### config.mk
export PLATFORM = sky130hd
export DESIGN_NAME = pcis_cfg_top
export DESIGN_NICKNAME = d
export VERILOG_FILES = /design/src/inc/pcis_pkg.sv /design/src/hw/pcis_intx_gate.sv /design/src/hw/pcis_cfg_top.sv
export VERILOG_INCLUDE_DIRS = /design/src /design/src/inc
export SDC_FILE = /design/constraint.sdc
export NUM_CORES = 1
export LEC_CHECK = 0
export BUFFER_PORTS_ARGS = -buffer_cell sky130_fd_sc_hd__buf_2
export CORE_MARGIN = 2
export CORE_UTILIZATION = 35
export CTS_CLUSTER_DIAMETER = 120
export DETAILED_ROUTE_END_ITERATION = 10
export GPL_ROUTABILITY_DRIVEN = 0
export PLACE_DENSITY = 0.68
export SYNTH_ARGS = -nofsm -noshare
export SYNTH_HDL_FRONTEND = slang
export SYNTH_SLANG_ARGS = --single-unit
### constraint.sdc
create_clock -name clk -period 3.8 [get_ports clk]
set_input_delay 0.57 -clock clk [delete_from_list [all_inputs] [get_ports clk]]
set_output_delay 0.57 -clock clk [all_outputs]
set_load 0.01 [all_outputs]
### src/inc/pcis_defs.svh
// Offsets, field positions, reset values and size limits of the config subset
`ifndef PCIS_DEFS_SVH
`define PCIS_DEFS_SVH

// ----------------------------------------
// Register offsets
// ----------------------------------------
`define PCIS_OFS_CMD        8'h04
`define PCIS_OFS_DEVCTL     8'h08

// ----------------------------------------
// Field positions
// ----------------------------------------
`define PCIS_CMD_INTDIS_BIT 10
`define PCIS_DC_MPS_LSB     5
`define PCIS_DC_MPS_MSB     7
`define PCIS_DC_MRRS_LSB    12
`define PCIS_DC_MRRS_MSB    14
`define PCIS_BE_LOW         0
`define PCIS_BE_HIGH        1

// ----------------------------------------
// Reset values and size encodings
// ----------------------------------------
`define PCIS_INTDIS_RST     1'h0
`define PCIS_MPS_RST        3'h0
`define PCIS_MRRS_RST       3'h2
`define PCIS_SIZE_CODE_MAX  3'h5
`define PCIS_SIZE_MIN_BYTES 13'h0080
`define PCIS_SIZE_MAX_BYTES 13'h1000

`endif

### src/inc/pcis_pkg.sv
// Types shared by the config subset and its INTx gate
package pcis_pkg;

	// ----------------------------------------
	// Config access port
	// ----------------------------------------
	typedef struct packed {
		logic        valid;
		logic        write;
		logic [2:0]  func;
		logic [7:0]  offset;
		logic [1:0]  byte_en;
		logic [15:0] wdata;
	} pcis_cfg_req_t;

	typedef struct packed {
		logic        ack;
		logic [15:0] rdata;
	} pcis_cfg_rsp_t;

	// ----------------------------------------
	// INTx virtual-wire message
	// ----------------------------------------
	typedef struct packed {
		logic       valid;
		logic       is_assert;
		logic [2:0] func;
		logic [1:0] pin;
	} pcis_intx_msg_t;

	// ----------------------------------------
	// Transfer size request and grant
	// ----------------------------------------
	typedef struct packed {
		logic        valid;
		logic        is_read;
		logic [2:0]  func;
		logic [12:0] len;
	} pcis_xfer_t;

endpackage : pcis_pkg

### src/hw/pcis_intx_gate.sv
// One function's INTx virtual-wire state and pending message selection
`timescale 1ns/1ps
module pcis_intx_gate (
	// Clock and reset
	input  wire logic       clk,
	input  wire logic       nrst,
	// Control
	input  wire logic       int_dis,
	input  wire logic [3:0] intx_req,
	input  wire logic       grant,
	// Pending message
	output logic            pend,
	output logic            pend_assert,
	output logic [1:0]      pend_pin,
	output logic [3:0]      wire_state
);
	import pcis_pkg::*;

	logic [3:0] wire_r;
	logic [3:0] desired;
	logic [3:0] diff;

	// Masked wires want to be low, so a set mask turns every raised wire into a deassert
	assign desired = intx_req & {4{~int_dis}};
	assign diff    = desired ^ wire_r;

	always_comb
	begin
		pend        = 1'b0;
		pend_pin    = 2'h0;
		pend_assert = 1'b0;
		for (int i = 3; i >= 0; i--)
		begin
			if (diff[i])
			begin
				pend        = 1'b1;
				pend_pin    = 2'(i);
				pend_assert = desired[i];
			end
		end
	end

	// ----------------------------------------
	// Wire state as last signalled on the link
	// ----------------------------------------
	always_ff @(posedge clk)
	begin
		if (!nrst)
			wire_r <= 4'h0;
		else if (grant)
			wire_r[pend_pin] <= pend_assert;
	end

	assign wire_state = wire_r;

endmodule : pcis_intx_gate

### src/hw/pcis_cfg_top.sv
// Command and device-control config subset with INTx gating and size limits
`timescale 1ns/1ps
`include "pcis_defs.svh"

module pcis_cfg_top #(
	parameter int NUM_FUNC  = 1,
	parameter bit INTX_CAP  = 1'b1,
	parameter bit MPS_RW    = 1'b1,
	parameter bit MRRS_RW   = 1'b1
) (
	// Clock and reset
	input  wire logic                    clk,
	input  wire logic                    nrst,
	// Config access
	input  wire pcis_pkg::pcis_cfg_req_t cfg_req,
	output pcis_pkg::pcis_cfg_rsp_t      cfg_rsp,
	// Own INTx requests, four per function
	input  wire logic [4*NUM_FUNC-1:0]   intx_req,
	// INTx message channel
	output pcis_pkg::pcis_intx_msg_t     intx_msg,
	input  wire logic                    intx_msg_ready,
	// Forwarded INTx from below
	input  wire logic [3:0]              fwd_intx_in,
	output logic [3:0]                   fwd_intx_out,
	// Transfer size clamp
	input  wire pcis_pkg::pcis_xfer_t    xfer_req,
	output pcis_pkg::pcis_xfer_t         xfer_grant,
	// Limits in bytes per function
	output logic [13*NUM_FUNC-1:0]       payload_bytes,
	output logic [13*NUM_FUNC-1:0]       read_bytes
);
	import pcis_pkg::*;

	// ----------------------------------------
	// Declarations
	// ----------------------------------------
	logic                  int_dis_r  [NUM_FUNC];
	logic [2:0]            mps_r      [NUM_FUNC];
	logic [2:0]            mrrs_r     [NUM_FUNC];
	pcis_cfg_rsp_t         cfg_rsp_r;
	pcis_intx_msg_t        intx_msg_r;
	pcis_xfer_t            xfer_grant_r;
	logic [3:0]            fwd_intx_r;
	logic [13*NUM_FUNC-1:0] payload_bytes_r;
	logic [13*NUM_FUNC-1:0] read_bytes_r;
	logic [NUM_FUNC-1:0]   pend;
	logic [NUM_FUNC-1:0]   pend_assert;
	logic [1:0]            pend_pin   [NUM_FUNC];
	logic [NUM_FUNC-1:0]   grant;
	logic                  slot_free;
	logic                  func_ok;
	logic                  xfer_ok;
	logic [15:0]           rdata_nxt;
	logic [12:0]           lim_nxt;

	// Reserved encodings above the largest size are treated as the largest size
	function automatic logic [12:0] size_bytes(input logic [2:0] code);
		if (code > `PCIS_SIZE_CODE_MAX)
			return `PCIS_SIZE_MAX_BYTES;
		return 13'(`PCIS_SIZE_MIN_BYTES << code);
	endfunction : size_bytes

	assign func_ok = 32'(cfg_req.func) < NUM_FUNC;
	assign xfer_ok = 32'(xfer_req.func) < NUM_FUNC;

	// ----------------------------------------
	// Config writes, one register set per function
	// ----------------------------------------
	always_ff @(posedge clk)
	begin
		for (int f = 0; f < NUM_FUNC; f++)
		begin
			if (!nrst)
			begin
				int_dis_r[f] <= `PCIS_INTDIS_RST;
				mps_r[f]     <= `PCIS_MPS_RST;
				mrrs_r[f]    <= `PCIS_MRRS_RST;
			end
			else if (cfg_req.valid && cfg_req.write && func_ok && 32'(cfg_req.func) == f)
			begin
				// Only the addressed function changes state
				if (cfg_req.offset == `PCIS_OFS_CMD && cfg_req.byte_en[`PCIS_BE_HIGH]
					&& INTX_CAP)
					int_dis_r[f] <= cfg_req.wdata[`PCIS_CMD_INTDIS_BIT];
				if (cfg_req.offset == `PCIS_OFS_DEVCTL)
				begin
					if (cfg_req.byte_en[`PCIS_BE_LOW] && MPS_RW)
						mps_r[f] <= cfg_req.wdata[`PCIS_DC_MPS_MSB:`PCIS_DC_MPS_LSB];
					if (cfg_req.byte_en[`PCIS_BE_HIGH] && MRRS_RW)
						mrrs_r[f] <= cfg_req.wdata[`PCIS_DC_MRRS_MSB:`PCIS_DC_MRRS_LSB];
				end
			end
		end
	end

	// ----------------------------------------
	// Config reads
	// ----------------------------------------
	always_comb
	begin
		rdata_nxt = 16'h0000;
		for (int f = 0; f < NUM_FUNC; f++)
		begin
			if (func_ok && 32'(cfg_req.func) == f)
			begin
				if (cfg_req.offset == `PCIS_OFS_CMD)
					rdata_nxt[`PCIS_CMD_INTDIS_BIT] = INTX_CAP & int_dis_r[f];
				else if (cfg_req.offset == `PCIS_OFS_DEVCTL)
				begin
					// Hardwired variants read their constant 000b
					rdata_nxt[`PCIS_DC_MPS_MSB:`PCIS_DC_MPS_LSB] =
						MPS_RW ? mps_r[f] : `PCIS_MPS_RST;
					rdata_nxt[`PCIS_DC_MRRS_MSB:`PCIS_DC_MRRS_LSB] =
						MRRS_RW ? mrrs_r[f] : 3'h0;
				end
			end
		end
	end

	always_ff @(posedge clk)
	begin
		if (!nrst)
			cfg_rsp_r <= '0;
		else
		begin
			cfg_rsp_r.ack   <= cfg_req.valid;
			cfg_rsp_r.rdata <= (cfg_req.valid && !cfg_req.write) ? rdata_nxt : 16'h0000;
		end
	end

	// ----------------------------------------
	// INTx gates, one per function
	// ----------------------------------------
	genvar g;
	generate
		for (g = 0; g < NUM_FUNC; g++)
		begin : gen_gate
			pcis_intx_gate u_gate (
				.clk         (clk),
				.nrst        (nrst),
				.int_dis     (INTX_CAP & int_dis_r[g]),
				.intx_req    (intx_req[4*g+3:4*g]),
				.grant       (grant[g]),
				.pend        (pend[g]),
				.pend_assert (pend_assert[g]),
				.pend_pin    (pend_pin[g]),
				.wire_state  ()
			);
		end
	endgenerate

	// ----------------------------------------
	// Message arbitration, lowest function first
	// ----------------------------------------
	assign slot_free = !intx_msg_r.valid || intx_msg_ready;

	always_comb
	begin
		grant = '0;
		for (int f = NUM_FUNC - 1; f >= 0; f--)
		begin
			if (pend[f] && slot_free)
			begin
				grant    = '0;
				grant[f] = 1'b1;
			end
		end
	end

	always_ff @(posedge clk)
	begin
		if (!nrst)
			intx_msg_r <= '0;
		else if (slot_free)
		begin
			intx_msg_r.valid <= |grant;
			for (int f = 0; f < NUM_FUNC; f++)
			begin
				if (grant[f])
				begin
					intx_msg_r.is_assert <= pend_assert[f];
					intx_msg_r.func      <= 3'(f);
					intx_msg_r.pin       <= pend_pin[f];
				end
			end
		end
	end

	// ----------------------------------------
	// Forwarded INTx, never masked
	// ----------------------------------------
	always_ff @(posedge clk)
	begin
		if (!nrst)
			fwd_intx_r <= 4'h0;
		else
			fwd_intx_r <= fwd_intx_in;
	end

	// ----------------------------------------
	// Size limits and transfer clamp
	// ----------------------------------------
	always_ff @(posedge clk)
	begin
		for (int f = 0; f < NUM_FUNC; f++)
		begin
			if (!nrst)
			begin
				payload_bytes_r[13*f+:13] <= `PCIS_SIZE_MIN_BYTES;
				read_bytes_r[13*f+:13]    <= `PCIS_SIZE_MIN_BYTES;
			end
			else
			begin
				payload_bytes_r[13*f+:13] <= size_bytes(MPS_RW ? mps_r[f] : 3'h0);
				read_bytes_r[13*f+:13]    <= size_bytes(MRRS_RW ? mrrs_r[f] : 3'h0);
			end
		end
	end

	// Clamps against the live field, so a rewrite takes effect on the next request
	always_comb
	begin
		lim_nxt = `PCIS_SIZE_MIN_BYTES;
		for (int f = 0; f < NUM_FUNC; f++)
		begin
			if (xfer_ok && 32'(xfer_req.func) == f)
				lim_nxt = xfer_req.is_read ? size_bytes(MRRS_RW ? mrrs_r[f] : 3'h0)
					: size_bytes(MPS_RW ? mps_r[f] : 3'h0);
		end
	end

	always_ff @(posedge clk)
	begin
		if (!nrst)
			xfer_grant_r <= '0;
		else
		begin
			xfer_grant_r.valid   <= xfer_req.valid && xfer_ok;
			xfer_grant_r.is_read <= xfer_req.is_read;
			xfer_grant_r.func    <= xfer_req.func;
			xfer_grant_r.len     <= (xfer_req.len > lim_nxt) ? lim_nxt : xfer_req.len;
		end
	end

	assign cfg_rsp       = cfg_rsp_r;
	assign intx_msg      = intx_msg_r;
	assign fwd_intx_out  = fwd_intx_r;
	assign xfer_grant    = xfer_grant_r;
	assign payload_bytes = payload_bytes_r;
	assign read_bytes    = read_bytes_r;

endmodule : pcis_cfg_top

==> impl_metrics.ini <==
[pwr]
power_mw = 1.564
ir_worst_vdd_mv = 0.1544
power_density_mw_per_mm2 = 468.9
p_leak_nw = 1.562

[detailed_routing]
postRouteAntennaNets = 0
wl_um = 5703
viasPerCell = 4.699
top_layer_used = met4
drt_iter0_markers = 49
first_pass_iters = 4
routedWlPerCell_um = 11.83
vias = 2265
drc = 0
wl_met1_um = 2593
dr_wl_met3_um = 507
wl_met2_um = 2443

[sta]
hold_viol_final = 0
slew_viol_final = 0
rsz0062_at_grt = no
post-route-min-period_ns = 2.826
worst_slew_pin_slew_ns = 0.5905
fin_crit_sh = 0.7436
slew_headroom = 0.6039
holdWs_ns = 0.4356
fmax_mhz = 353.9
setup-tns-final_ns = 0
finClkSkew_ns = 0.005366
finalSetupViolations = 0

[outcome]
status = complete, no violations

[setup_path]
crit_type = register to register
arrival_ns = 3.10
path_max_fanout = 15
worstPathRequired_ns = 4.07
endpoint_kind = register
reg2reg_setup_slack_ns = 0.97
crit_path_start_kind = register

[floorplan]
die_y_um = 91.06
core_area_mm2 = 0.007292
pin_count = 132
rows = 31
dieArea_mm2 = 0.008291
fp.dieW_um = 91.06
initial_core_util = 0.3638

[logic_synthesis]
synth-seq-cells = 57
async_flop_share = 0
synth_top_cell_by_area = dfxtp_1
synth_top_area_share = 0.3774
syn_inst = 282
synth_area_mm2 = 0.002653
yosysWarnings = 0
syn_avg_cell_area_um2 = 9.406
synth.most_common_cell = dfxtp_1
synth.area.top_cells = dfxtp_1, edfxtp_1, buf_4, and2_1, ha_1
synth-main-ff-cell = dfxtp_1
ys_types = 52
synth.top_cells.by_count = dfxtp_1, buf_4, and2_1, a21oi_1, nand2_1
synth-edff-count = 7
ys_seq_area_frac = 0.4566

[cts]
cts_tree = done
htreeDepth = 3
cts_hold_buf = 0
cts_resized = 0
clk_pin_slew_ns = 0.07
clkSinkCount = 57
cts_setup_buffers = 0
clkLatencyLatePin_ns = 0.33
cts-root-buf = clkbuf_8
numCtsBuffers = 9
clk_path_buf_depth = 2

[worst_hold_path]
hold_path.class = input pin to register

[grt]
grt_pass1_vias = 2095
antenna_found_initial = 0
grt_max_degree = 32
groute.usage.overall = 0.1413
grt.overflow.total = 0
grt_pass1_wl_um = 9308

[final_layout]
nNetsFinal = 445
final_core_util = 0.4573
n_antenna_cell = 0
area_growth_pct = 25.71
drive_above_1_share = 0.3238

[placement]
port_buffers = 96
dpl.hpwl_um = 4291

[flow_run]
maxCapViolations = 0
[flip-flops by register name (all words and copies together), names as in the netlist, 4 cells and up]
| name | flops |
|---|---|
| read_bytes | 6 |
| payload_bytes | 6 |
| intx_msg | 4 |
| gen_gate.u_gate.wire_state | 4 |
| fwd_intx_out | 4 |
| xfer_grant | 18 |
| cfg_rsp | 8 |
[report_power, final]
group          internal [mW]  switching, mW
registers              0.651         0.0347
clock network          0.348          0.257
logic                  0.120          0.153
total                   1.12          0.445
[worst paths after layout]
| kind | from | to | cells after the start |
|---|---|---|---|
| setup / recovery | mps_r[0][0] | xfer_grant[9] | 9 |
| hold / removal | fwd_intx_in[0] | fwd_intx_out[0] | 2 |
| setup reg to reg | mps_r[0][0] | xfer_grant[9] | 9 |
| hold reg to reg | intx_msg[0] | intx_msg[0] | 2 |
[layout make-up]
type | instances | area, um^2
multi-input cells | 208 | 1271
clock buffers | 10 | 148.9
flip-flops and latches | 57 | 1211
fillers | 738 | 3958
well taps | 99 | 123.9
inverters | 5 | 18.77
repair buffers | 97 | 488.0
clock inverters | 6 | 72.57
[routing by layer]
metal	vias to the layer above	track usage
met4	0	0.08586
met3	15	0.04149
met5	-	0
met1	1012	0.1729
met2	110	0.2185
li1	1128	-
[worst max-delay path: stages (launching register included)]
cell and delay [ns]:
edfxtp_1 0.51, nor2b_1 0.27, nor3b_1 0.22, o21ai_0 0.16, ha_1 0.32, or3b_2 0.45
nor4_2 0.18, o21bai_2 0.31, mux2i_1 0.22, and2_1 0.13
[cells in the final DEF, fill, tap and decap left out, types with 7 or more instances in the layout]
cell type / netlist / layout
edfxtp_1: 7 / 7
clkbuf_8: 0 / 9
and3_1: 12 / 12
nor3_1: 13 / 13
nor2_1: 15 / 15
nand2b_1: 10 / 10
and2_1: 21 / 21
ha_1: 7 / 7
o21ai_0: 7 / 7
conb_1: 1 / 26
dfxtp_1: 50 / 50
buf_2: 1 / 96
nor2b_1: 10 / 10
a21oi_1: 16 / 16
nand2_1: 16 / 16
[metrics by stage]
stage                     setup WS (ns)  std cells  instance area [um^2]
after global routing             0.7447        482                  3334
after detailed placement         0.9247        466                  3113
final                            0.9742        482                  3334
after floorplan                   1.142        307                  2746
after CTS                        0.9431        482                  3334
after global placement           0.9400        466                  3113
[logic make-up after synthesis]
family	share of synthesized area
simple gates	0.2925
flops	0.4566
buf+inv	0.09952
compound gates	0.09953
fa+ha+maj	0.03302
xor+xnor	0.009907
mux	0.007547
other cells	0.001414
No activity file was read; power rests on OpenSTA's default activity.
